===== src/design/opamp_ctl_pkg.sv =====
/*
 package for the second amplifier control register: offsets, field positions,
 reset value, decode types. assumes a 32-bit apb slave with word-aligned registers.
*/
package opamp_ctl_pkg;
   // printed offset f97 is not a multiple of four: it is kept as an index
   localparam logic [11:0] ctl_one_index     = 12'hf97;
   localparam logic [13:0] ctl_one_addr      = {ctl_one_index, 2'b00};
   localparam logic [7:0]  ctl_one_reset     = 8'h00;
   localparam logic [7:0]  ctl_one_wr_mask   = 8'h3b;
   localparam int          mode_pos          = 0;
   localparam int          neg_sel_pos       = 1;
   localparam int          power_pos         = 3;
   localparam int          res_sel_lo        = 4;
   localparam int          res_sel_hi        = 5;

   typedef enum logic [2:0] {
      neg_pin      = 3'b000,
      neg_feedback = 3'b001,
      neg_res_ext  = 3'b100,
      neg_res_10u  = 3'b101,
      neg_res_100u = 3'b110,
      neg_res_1m   = 3'b111
   } neg_route_t;

   typedef struct packed {
      logic       current_mode;
      neg_route_t neg_route;
      logic       amplifier_power_select;
   } amp_b_ctl_t;
endpackage


===== src/design/apb_word_slave.sv =====
/*
 apb slave front end for a single word register: address decode, zero-wait
 answer, error on unmapped address. assumes the standard apb master handshake.
*/
`timescale 1ns/1ns
`default_nettype none
module apb_word_slave
   import opamp_ctl_pkg::*;
(
   // apb
   input  wire logic        psel,
   input  wire logic        penable,
   input  wire logic        pwrite,
   input  wire logic [15:0] paddr,
   output logic             pready,
   output logic             pslverr,
   // register side
   output logic             hit,
   output logic             wr_en
);
   wire access = psel & penable;
   // the byte address is four times the index, so the word bits are the index
   assign hit     = (paddr[15:2] == {2'b00, ctl_one_index});
   assign pready  = access;
   assign pslverr = access & ~hit;
   assign wr_en   = access & pwrite & hit;
endmodule
`default_nettype wire


===== src/design/amp_b_decode.sv =====
/*
 decodes the stored control byte into amplifier select lines.
 assumes the analogue side samples these levels at will.
*/
`timescale 1ns/1ns
`default_nettype none
module amp_b_decode
   import opamp_ctl_pkg::*;
(
   // register value
   input  wire logic [7:0] ctl,
   input  wire logic       amp_a_power,
   // decoded
   output amp_b_ctl_t      sel
);
   function automatic neg_route_t route(input logic [7:0] c);
      if (c[mode_pos]) begin
         // RQ5
         route = neg_route_t'({1'b1, c[res_sel_hi:res_sel_lo]});
      end else begin
         // RQ8
         route = c[neg_sel_pos] ? neg_feedback : neg_pin;
      end
   endfunction
   assign sel.current_mode           = ctl[mode_pos]; // RQ9
   assign sel.neg_route              = route(ctl); // RQ4
   assign sel.amplifier_power_select = ctl[power_pos] | amp_a_power; // RQ6 RQ7
endmodule
`default_nettype wire


===== src/design/op_amp_b_control.sv =====
/*
 top: second amplifier control register behind apb, with decoded outputs.
 assumes pclk at 25 MHz and that the first amplifier supplies its power bit.
*/
// What this block does
// RQ1: 8-bit register at index f97, resets zero
// RQ2: bits 7:6 read-only reserved, write 00
// RQ3: bit 2 read-only reserved, write 0
// RQ4: bits 5:4 choose external or internal resistor
// RQ5: resistor select only acts in current mode
// RQ6: bit 3 selects low or normal power
// RQ7: power line is or of both amplifiers
// RQ8: bit 1 chooses pin or feedback input
// RQ9: bit 0 selects normal or current mode
// RQ10: reserved bits ignore writes, read zero
`timescale 1ns/1ns
`default_nettype none
module op_amp_b_control
   import opamp_ctl_pkg::*;
(
   // clock and reset
   input  wire logic        pclk,
   input  wire logic        presetn,
   // apb
   input  wire logic        psel,
   input  wire logic        penable,
   input  wire logic        pwrite,
   input  wire logic [15:0] paddr,
   input  wire logic [31:0] pwdata,
   output logic      [31:0] prdata,
   output logic             pready,
   output logic             pslverr,
   // amplifier side
   input  wire logic        amp_a_power,
   output amp_b_ctl_t       amp_b_sel
);
   logic [7:0]  op_amp_b_control_one_q;
   logic [7:0]  op_amp_b_control_one_d;
   logic [31:0] prdata_q;
   logic [31:0] prdata_d;
   logic        hit;
   logic        wr_en;

   apb_word_slave u_bus (
      .psel    (psel),
      .penable (penable),
      .pwrite  (pwrite),
      .paddr   (paddr),
      .pready  (pready),
      .pslverr (pslverr),
      .hit     (hit),
      .wr_en   (wr_en)
   );

   // reserved bits are masked off so they never store a one
   assign op_amp_b_control_one_d = wr_en ? (pwdata[7:0] & ctl_one_wr_mask)
                                         : op_amp_b_control_one_q; // RQ10 RQ2 RQ3
   // read data registered in setup so it is stable in the access phase
   assign prdata_d = (psel & ~penable & ~pwrite & hit)
                     ? {24'h000000, op_amp_b_control_one_q} : 32'h00000000;

   always_ff @(posedge pclk or negedge presetn) begin
      if (!presetn) begin
         op_amp_b_control_one_q <= ctl_one_reset; // RQ1
         prdata_q               <= 32'h00000000;
      end else begin
         op_amp_b_control_one_q <= op_amp_b_control_one_d;
         prdata_q               <= prdata_d;
      end
   end
   assign prdata = prdata_q;

   amp_b_decode u_dec (
      .ctl         (op_amp_b_control_one_q),
      .amp_a_power (amp_a_power),
      .sel         (amp_b_sel)
   );

   chk_reserved_zero: assert property (@(posedge pclk) disable iff (!presetn)
      (op_amp_b_control_one_q & ~ctl_one_wr_mask) == 8'h00) // RQ10
      else $error("reserved bit set");
   chk_upper_reserved: assert property (@(posedge pclk) disable iff (!presetn)
      op_amp_b_control_one_q[7:6] == 2'b00) // RQ2
      else $error("bits 7:6 not zero");
   chk_bit_two: assert property (@(posedge pclk) disable iff (!presetn)
      !op_amp_b_control_one_q[2]) // RQ3
      else $error("bit 2 not zero");
   chk_write_lands: assert property (@(posedge pclk) disable iff (!presetn)
      wr_en |=> op_amp_b_control_one_q == ($past(pwdata[7:0]) & ctl_one_wr_mask)) // RQ1
      else $error("write not stored");
   chk_power_or: assert property (@(posedge pclk) disable iff (!presetn)
      amp_b_sel.amplifier_power_select ==
      (op_amp_b_control_one_q[power_pos] | amp_a_power)) // RQ7
      else $error("power or wrong");
   chk_power_bit: assert property (@(posedge pclk) disable iff (!presetn)
      (wr_en && pwdata[power_pos]) |=> amp_b_sel.amplifier_power_select) // RQ6
      else $error("power bit ignored");
   chk_res_route: assert property (@(posedge pclk) disable iff (!presetn)
      op_amp_b_control_one_q[mode_pos] |->
      amp_b_sel.neg_route[1:0] == op_amp_b_control_one_q[5:4]
      && amp_b_sel.neg_route[2]) // RQ4
      else $error("resistor route wrong");
   chk_normal_route: assert property (@(posedge pclk) disable iff (!presetn)
      !op_amp_b_control_one_q[mode_pos] |->
      amp_b_sel.neg_route[2:1] == 2'b00
      && amp_b_sel.neg_route[0] == op_amp_b_control_one_q[neg_sel_pos]) // RQ8
      else $error("normal route wrong");
   chk_mode_out: assert property (@(posedge pclk) disable iff (!presetn)
      amp_b_sel.current_mode == op_amp_b_control_one_q[mode_pos]) // RQ9
      else $error("mode output wrong");
   chk_mode_ignore: assert property (@(posedge pclk) disable iff (!presetn)
      (amp_b_sel.current_mode && $stable(op_amp_b_control_one_q[5:4]))
      |-> $stable(amp_b_sel.neg_route) || $changed(op_amp_b_control_one_q[0])) // RQ5
      else $error("route moved in current mode");
   chk_read_back: assert property (@(posedge pclk) disable iff (!presetn)
      (psel && !penable && !pwrite && hit) |=>
      prdata[7:0] == $past(op_amp_b_control_one_q) && prdata[31:8] == 24'h000000) // RQ10
      else $error("read data wrong");

   cov_write: cover property (@(posedge pclk) disable iff (!presetn) wr_en);
   cov_current: cover property (@(posedge pclk) disable iff (!presetn)
      amp_b_sel.neg_route == neg_res_1m);
   cov_feedback: cover property (@(posedge pclk) disable iff (!presetn)
      amp_b_sel.neg_route == neg_feedback);
   cov_unmapped: cover property (@(posedge pclk) disable iff (!presetn) pslverr);
endmodule
`default_nettype wire


===== config.mk =====
export PLATFORM = sky130hd
export DESIGN_NAME = op_amp_b_control
export DESIGN_NICKNAME = d
export VERILOG_FILES = /design/src/design/opamp_ctl_pkg.sv /design/src/design/apb_word_slave.sv /design/src/design/amp_b_decode.sv /design/src/design/op_amp_b_control.sv
export SDC_FILE = /design/constraint.sdc
export NUM_CORES = 1
export LEC_CHECK = 0
export BUFFER_PORTS_ARGS = -buffer_cell sky130_fd_sc_hd__buf_2
export CAP_MARGIN = 20
export CORE_AREA = 2 2 64 48
export DETAILED_ROUTE_END_ITERATION = 12
export DIE_AREA = 0 0 66 50
export GPL_TIMING_DRIVEN = 0
export HOLD_SLACK_MARGIN = 0.06
export PLACE_DENSITY = 0.72
export SLEW_MARGIN = 10
export SYNTH_ARGS = -nofsm -noshare
export SYNTH_HDL_FRONTEND = slang
export SYNTH_SLANG_ARGS = --single-unit

===== constraint.sdc =====
create_clock -name pclk -period 0.8 [get_ports pclk]
set_input_delay 0 -clock pclk [delete_from_list [all_inputs] [get_ports pclk]]
set_output_delay 0 -clock pclk [all_outputs]
set_load 0.01 [all_outputs]

==> results.sh, run 1 <==
export IMPL_yosys_warnings=0
export IMPL_cts_made_buffers=3
export IMPL_regArea_um2=250
export IMPL_ir_drop_mv=0.515
export IMPL_die_h_um=50
export IMPL_r2r_slack_ps=-110
export IMPL_rr_worst_depth=2
export IMPL_leakagePower_nw=0.767
export IMPL_synth_area_um2=691
export IMPL_ys_ff_latch=10
export IMPL_post_layout_nonfiller_instances=178
export IMPL_end_kind="output port"
export IMPL_slew_viol_final=0
export IMPL_yosysTopAreaCell="dfrtp_1"
export IMPL_htreeDepth=1
export IMPL_drtIter0Drc=3
export IMPL_ys_types=16
export IMPL_avgSynthCellArea_um2=10.6
export IMPL_synthTopCellsByArea="dfrtp_1 36%, buf_4 32%, mux2_2 9.8%"
export IMPL_yosysSeqAreaShare_pct=36.2
export IMPL_cts_buffer_depth=2
export IMPL_port_buffers=36
export IMPL_num_nets_final=197
export IMPL_setup_ws_ps=-253
export IMPL_dr_total_vias=612
export IMPL_start_util_pct=25.7
export IMPL_n_fill_cell=266
export IMPL_dp_hpwl_um=1270
export IMPL_routedWlPerCell_um=9.30
export IMPL_final_cell_mix="32 x buf_2, 31 x buf_4, 27 x conb_1"
export IMPL_gp_congestion=0.692
export IMPL_cts_root_buf="clkbuf_8"
export IMPL_grt_first_pass_wirelength_um=2660
export IMPL_fin_skew_ps=1.91
export IMPL_insertedDiodeCount=0
export IMPL_cts_tree="built"
export IMPL_vias_per_cell=3.44
export IMPL_fin_util_pct=46.1
export IMPL_worstPathRequired_ps=800
export IMPL_p_per_area_mw_per_mm2=1150
export IMPL_grt_pass1_vias=657
export IMPL_io_pins=93
export IMPL_path_class="flip-flop to output port"
export IMPL_dieArea_mm2=0.00330
export IMPL_run_status="complete, but fails checks"
export IMPL_rsz0062_at_grt="true"
export IMPL_antenna_found_initial=0
export IMPL_place_ws_ps=-515
export IMPL_period_needed_ps=1050
export IMPL_clkTransAtPathRegs_ps=50
export IMPL_drt_first_pass_iters=4
export IMPL_finalSetupViolCount=16
export IMPL_min_path_type="primary input to async pin"
export IMPL_grt_max_degree=11
export IMPL_final_common_cell="buf_2"
export IMPL_drive_above_1_share_pct=61.3
export IMPL_violations="negative setup slack"
export IMPL_synth_top_cell_area_share_pct=36.2
export IMPL_rr_endpoint="op_amp_b_control_one_q[0]"
export IMPL_hold_viol=0
export IMPL_multi_input_area_um2=350
export IMPL_dp_cells=163
export IMPL_core_mm2=0.00268
export IMPL_die_w_um=66
export IMPL_drv_cap=0
export IMPL_crit_fanout=2
export IMPL_cp_arrival_ps=1050
export IMPL_clk_insertion_delay_late_ps=230
export IMPL_fmax_mhz=950
export IMPL_rows=16
export IMPL_r2r_start="op_amp_b_control_one_q[0]"
export IMPL_drt_antenna_violating_nets=0
export IMPL_syn2layout_area_growth_pct=79.0
export IMPL_cts_sinks=10
export IMPL_post_route_drc_count=0
export IMPL_critPathLaunchType="flip-flop"
export IMPL_grt_ovfl_total=0
export IMPL_routed_wl_um=1660
export IMPL_synth_cells=65
export IMPL_grt_total_usage_pct=10.8
export IMPL_finalCritPeriodShare_pct=132
export IMPL_hold_slack_ps=150
-- logic make-up after synthesis --
logic type,Yosys count,synth area share [%]
buffers and inverters,30,32.1
and+or+nand+nor,17,20.3
DFF,10,36.2
muxes,6,9.78
AOI/OAI and AO/OA,1,1.09
other,1,0.543
-- power by group --
group,internal (mW),switching [mW]
clock network,0.431,0.181
registers,0.508,0.0000705
logic,0.174,0.123
total,1.11,0.304
-- area by class of cell --
| class | count | share of cell area, % |
|---|---|---|
| buffer | 29 | 17.6 |
| clock buffer | 4 | 4.45 |
| inverter | 1 | 0.304 |
| multi-input combinational | 51 | 28.3 |
| sequential | 10 | 20.2 |
| tap | 36 | 3.64 |
| timing repair buffer | 47 | 25.4 |
-- worst max path at each step --
stage,cells after the start,start,endpoint
after floorplan,4,paddr[7],op_amp_b_control_one_q[0]
after global routing,2,op_amp_b_control_one_q[0],amp_b_sel[1]
after global placement,5,paddr[7],op_amp_b_control_one_q[3]
after detailed placement,5,paddr[7],op_amp_b_control_one_q[5]
after CTS,2,op_amp_b_control_one_q[0],amp_b_sel[1]
final,2,op_amp_b_control_one_q[0],amp_b_sel[1]
-- per-layer routing --
metal,vias to the layer above,routed length (µm),track usage (%)
met2,22,1010,21.2
met3,6,78,2.74
met5,-,0,0
li1,308,-,-
met4,0,55,7.48
met1,276,514,9.18
-- flip-flops by register name, indices dropped and copies added (netlist names) --
| name | count |
|---|---|
| prdata | 5 |
| op_amp_b_control_one_q | 5 |
-- what timing repair did --
item / in CTS / in global routing
gates resized for setup: 12 / 5
endpoints found under the setup margin: 11 / 16
buffers inserted: 3 / 2
pin swaps: 4 / 8
endpoints found under the hold margin: 15 / 0
hold buffers: 6 / 0
-- synthesized netlist by cell type --
library cell / n
and2_1: 7
and4_1: 1
and4bb_1: 1
and4bb_2: 1
buf_4: 29
conb_1: 1
dfrtp_1: 10
inv_1: 1
mux2_2: 6
nand2_1: 1
nand3_1: 1
nand4b_4: 1
nor2_1: 2
nor3_4: 1
o21a_1: 1
or2_2: 1
-- metrics by stage --
| stage | power, mW | setup TNS [ps] | area (µm²) |
|---|---|---|---|
| final | 1.42 | -2580 | 1240 |
| after global routing | 1.48 | -3080 | 1240 |
| after CTS | 1.43 | -2460 | 1200 |
| after detailed placement | 0.769 | -3820 | 1010 |
| after global placement | 0.764 | -3420 | 1010 |
| after floorplan | 0.695 | -1520 | 788 |
-- worst max-delay path, cell delays in order (launching register included) --
cell and delay, ps:
dfrtp_1 350, mux2_2 350, buf_6 120
(Power assumes the default switching activity.)
==> run 2, diff against run 1 <==
Settings changed: SKIP_LAST_GASP from default to 1.
==> run 2 against run 1 <==
Effect of this change: the run still ends with negative setup slack left; sequential cell count stayed put; worst hold slack hardly changed; clock power is 0.7% higher; first-iteration DRC count is 130% higher; power hardly changed; critical endpoint unchanged; combinational power hardly changed.
==> results.sh, run 2 (same netlist as run 1, synthesis figures left out) <==
export IMPL_min_path_type="primary input to async pin"
export IMPL_port_buffers=36
export IMPL_drv_cap=0
export IMPL_die_h_um=50
export IMPL_switchingPower_mw=0.305
export IMPL_grt_pass1_vias=650
export IMPL_cts_buffer_depth=2
export IMPL_rows=16
export IMPL_post_route_drc_count=0
export IMPL_vias_per_cell=3.40
export IMPL_fin_util_pct=45.5
export IMPL_grt_first_pass_wirelength_um=2570
export IMPL_grt_total_usage_pct=10.3
export IMPL_drt_first_pass_iters=3
export IMPL_clkTransAtPathRegs_ps=50
export IMPL_intPower_mw=1.11
export IMPL_final_common_cell="buf_2"
export IMPL_routedWlPerCell_um=8.58
export IMPL_dieArea_mm2=0.00330
export IMPL_dr_total_vias=602
export IMPL_antenna_found_initial=0
export IMPL_worstPathRequired_ps=800
export IMPL_n_fill_cell=264
export IMPL_insertedDiodeCount=0
export IMPL_clkPwrFrac_pct=43.4
export IMPL_clk_insertion_delay_late_ps=230
export IMPL_critPathSlowestCell="dfrtp_1"
export IMPL_cts_sinks=10
export IMPL_run_status="complete, but fails checks"
export IMPL_cp_arrival_ps=1050
export IMPL_leakagePower_nw=0.742
export IMPL_hold_viol=0
export IMPL_routed_wl_um=1520
export IMPL_setup_tns_ps=-2110
export IMPL_cts_tree="built"
export IMPL_finalCritPeriodShare_pct=131
export IMPL_drtIter0Drc=7
export IMPL_finalSetupViolCount=11
export IMPL_post_layout_nonfiller_instances=177
export IMPL_rsz0062_at_grt="true"
export IMPL_io_pins=93
export IMPL_ir_drop_mv=0.375
export IMPL_crit_fanout=2
export IMPL_drive_above_1_share_pct=60.3
export IMPL_num_nets_final=196
export IMPL_path_class="flip-flop to output port"
export IMPL_fmax_mhz=953
export IMPL_critPathLaunchType="flip-flop"
export IMPL_slew_viol_final=0
export IMPL_dp_cells=163
export IMPL_seq_power_share_pct=35.8
export IMPL_placed_area_mm2=0.00101
export IMPL_die_w_um=66
export IMPL_critPathTopFamily="flip-flops"
export IMPL_start_util_pct=25.7
export IMPL_grt_max_degree=11
export IMPL_setup_ws_ps=-249
export IMPL_max_stage_delay_ps=350
export IMPL_violations="negative setup slack"
export IMPL_finalInstanceArea_mm2=0.00122
export IMPL_cts_root_buf="clkbuf_8"
export IMPL_grt_ovfl_total=0
export IMPL_hold_slack_ps=149
export IMPL_cp_num_buf_inv=1
export IMPL_p_comb_share_pct=20.8
export IMPL_syn2layout_area_growth_pct=76.6
export IMPL_p_per_area_mw_per_mm2=1160
export IMPL_place_ws_ps=-515
export IMPL_sw_frac_of_total_pct=21.5
export IMPL_htreeDepth=1
export IMPL_cp_cell_sequence="mux2_2 -> buf_6"
export IMPL_fin_skew_ps=0.397
export IMPL_drt_antenna_violating_nets=0
export IMPL_final_cell_mix="32 x buf_2, 31 x buf_4, 27 x conb_1"
export IMPL_gp_congestion=0.692
export IMPL_power_mw=1.42
export IMPL_core_mm2=0.00268
export IMPL_end_kind="output port"
export IMPL_cts_made_buffers=3
export IMPL_period_needed_ps=1050
export IMPL_dp_hpwl_um=1270
[run 2: timing repair]
item | 4_1_cts | 5_1_grt
setup buffers | 3 | 1
pin swaps | 4 | 3
hold endpoints to repair | 15 | 0
hold buffers | 6 | 0
cloned | 0 | 0
endpoints found under the setup margin | 11 | 16
resized for setup | 10 | 5
[run 2: path summary, 6_finish.rpt]
check,start,end,slack (ps),depth (start not counted)
max,op_amp_b_control_one_q[0],amp_b_sel[1],-250,2
min,presetn,op_amp_b_control_one_q[5],150,2
max reg2reg,op_amp_b_control_one_q[0],op_amp_b_control_one_q[0],-110,2
min reg2reg,op_amp_b_control_one_q[1],prdata[1],510,1
max in group asynchronous,presetn,op_amp_b_control_one_q[1],470,2
min in group pclk,psel,prdata[3],220,4
[run 2: worst reg2reg max path: stages, from the launching register on]
cell	delay, ps
dfrtp_1	380
buf_4	150
mux2_4	260
[run 2: layout make-up]
| type | instances | area, µm² | share of cell area [%] |
|---|---|---|---|
| Tap cell | 36 | 45.0 | 3.69 |
| Inverter | 1 | 3.75 | 0.308 |
| Buffer | 29 | 218 | 17.8 |
| Clock buffer | 4 | 55.1 | 4.51 |
| Timing Repair Buffer | 46 | 303 | 24.8 |
| Sequential cell | 10 | 250 | 20.5 |
| Multi-Input combinational cell | 51 | 345 | 28.3 |
[run 2: metal layers]
metal	part of all wire [%]	vias to the layer above	global-route usage (%)	wire, µm
met2	60	26	19.5	915
met1	30	263	9.03	461
met3	5.7	6	2.74	87
met5	0	-	0	0
met4	3.6	0	8.16	55
li1	-	307	-	-
[run 2: power groups by stage]
stage | Clock [mW] | Sequential, mW | Combinational [mW]
3_3_place_gp | 0 | 0.515 | 0.249
4_1_cts | 0.631 | 0.507 | 0.286
6_report | 0.616 | 0.508 | 0.294
2_1_floorplan | 0 | 0.515 | 0.179
5_1_grt | 0.649 | 0.507 | 0.323
3_5_place_dp | 0 | 0.515 | 0.254
==> run 3, diff against run 2 <==
Clock period 0.8 ns to 0.9 ns, I/O delays scaled along.
==> run 3 against run 2 <==
Effect of this change: the flow still finishes with violations (negative setup slack); worst setup slack gained 100 ps; power down 12%; worst hold slack better by 0.74 ps; clock power fell by 12%; cell area decreased by 0.62%.
==> results.sh, run 3 (same netlist as run 1, synthesis figures left out) <==
export IMPL_final_common_cell="buf_2"
export IMPL_hold_viol=0
export IMPL_finalCritPeriodShare_pct=117
export IMPL_fin_util_pct=45.2
export IMPL_power_mw=1.25
export IMPL_end_kind="output port"
export IMPL_p_per_area_mw_per_mm2=1030
export IMPL_die_w_um=66
export IMPL_cts_root_buf="clkbuf_8"
export IMPL_rows=16
export IMPL_die_h_um=50
export IMPL_critPathLaunchType="flip-flop"
export IMPL_violations="negative setup slack"
export IMPL_grt_ovfl_total=0
export IMPL_max_stage_delay_ps=350
export IMPL_cts_made_buffers=3
export IMPL_syn2layout_area_growth_pct=75.5
export IMPL_cp_arrival_ps=1050
export IMPL_rsz0062_at_grt="true"
export IMPL_gp_congestion=0.692
export IMPL_r2r_start="op_amp_b_control_one_q[0]"
export IMPL_start_util_pct=25.7
export IMPL_clkTransAtPathRegs_ps=50
export IMPL_rr_endpoint="op_amp_b_control_one_q[0]"
export IMPL_drv_cap=0
export IMPL_cts_sinks=10
export IMPL_port_buffers=36
export IMPL_min_path_type="primary input to async pin"
export IMPL_critPathSlowestCell="dfrtp_1"
export IMPL_slew_viol_final=0
export IMPL_leakagePower_nw=0.742
export IMPL_path_class="flip-flop to output port"
export IMPL_routed_wl_um=1520
export IMPL_final_cell_mix="32 x buf_2, 31 x buf_4, 27 x conb_1"
export IMPL_run_status="complete, but fails checks"
export IMPL_ir_drop_mv=0.458
export IMPL_period_needed_ps=1050
export IMPL_antenna_found_initial=0
export IMPL_setup_tns_ps=-1000
export IMPL_cts_buffer_depth=2
export IMPL_core_mm2=0.00268
export IMPL_finalInstanceArea_mm2=0.00121
export IMPL_clk_insertion_delay_late_ps=230
export IMPL_drive_above_1_share_pct=59.6
export IMPL_crit_path_end="amp_b_sel[1]"
export IMPL_cp_cell_sequence="mux2_2 -> buf_6"
export IMPL_place_ws_ps=-415
export IMPL_setup_ws_ps=-149
export IMPL_grt_first_pass_wirelength_um=2570
export IMPL_drt_first_pass_iters=4
export IMPL_dieArea_mm2=0.00330
export IMPL_num_nets_final=196
export IMPL_fmax_mhz=953
export IMPL_grt_pass1_vias=650
export IMPL_insertedDiodeCount=0
export IMPL_r2r_slack_ps=-10
export IMPL_dr_total_vias=598
export IMPL_cts_tree="built"
export IMPL_routedWlPerCell_um=8.60
export IMPL_finalSetupViolCount=11
export IMPL_vias_per_cell=3.38
export IMPL_drtIter0Drc=3
export IMPL_post_route_drc_count=0
export IMPL_dp_hpwl_um=1270
export IMPL_worstPathRequired_ps=900
export IMPL_grt_max_degree=11
export IMPL_fin_skew_ps=1.59
export IMPL_crit_fanout=2
export IMPL_grt_total_usage_pct=10.3
export IMPL_rr_worst_depth=2
export IMPL_startpoint="op_amp_b_control_one_q[0]"
export IMPL_io_pins=93
export IMPL_drt_antenna_violating_nets=0
export IMPL_placed_area_mm2=0.00101
export IMPL_htreeDepth=1
## run 3: repair_timing
action,4_1_cts,5_1_grt
hold endpoints to repair,15,0
setup buffers,3,1
gates cloned,0,0
hold buffers,6,0
setup endpoints to repair,10,14
pin swaps,4,3
gates resized for setup,10,3
## run 3: where the power goes
group / internal, mW / total [mW] / leakage (nW) / switching (mW)
registers: 0.451 / 0.451 / 0.140 / 0.0000596
clock network: 0.383 / 0.542 / 0.0288 / 0.159
logic: 0.154 / 0.262 / 0.574 / 0.107
## run 3: cell type report
class	instances	area, µm²
repair buffers	46	303
fillers	266	1470
inverters	1	3.75
well taps	36	45.0
clock buffers	4	55.1
multi-input cells	51	338
flip-flops and latches	10	250
plain buffers	29	218
## run 3: worst min-delay path by stage
stage / start / end / slack (ps) / cells after the start
final: presetn / op_amp_b_control_one_q[5] / 150 / 2
after floorplan: presetn / op_amp_b_control_one_q[0] / -300 / 0
after CTS: presetn / op_amp_b_control_one_q[5] / 160 / 2
after global routing: presetn / prdata[5] / 190 / 2
after global placement: presetn / op_amp_b_control_one_q[5] / -140 / 1
after detailed placement: presetn / op_amp_b_control_one_q[5] / -140 / 1
## run 3: critical path: cells and delay by family (launching register included)
kind	cells	cell delay (ps)
DFF	1	350
muxes	1	350
buffers and inverters	1	120
## run 3: layer usage
layer  part of all wire, %  GRT usage, %  vias up
met1                    31          9.03      263
met3                   5.1          2.74        6
met2                    61          19.5       22
met4                   3.4          8.16        0
met5                     0             0        -
li1                      -             -      307
## run 3: metrics by stage
step                      cells  hold WS, ps
after detailed placement    163         -135
after CTS                   176          158
final                       177          150
after global routing        177          186
after floorplan              91         -296
after global placement      163         -139
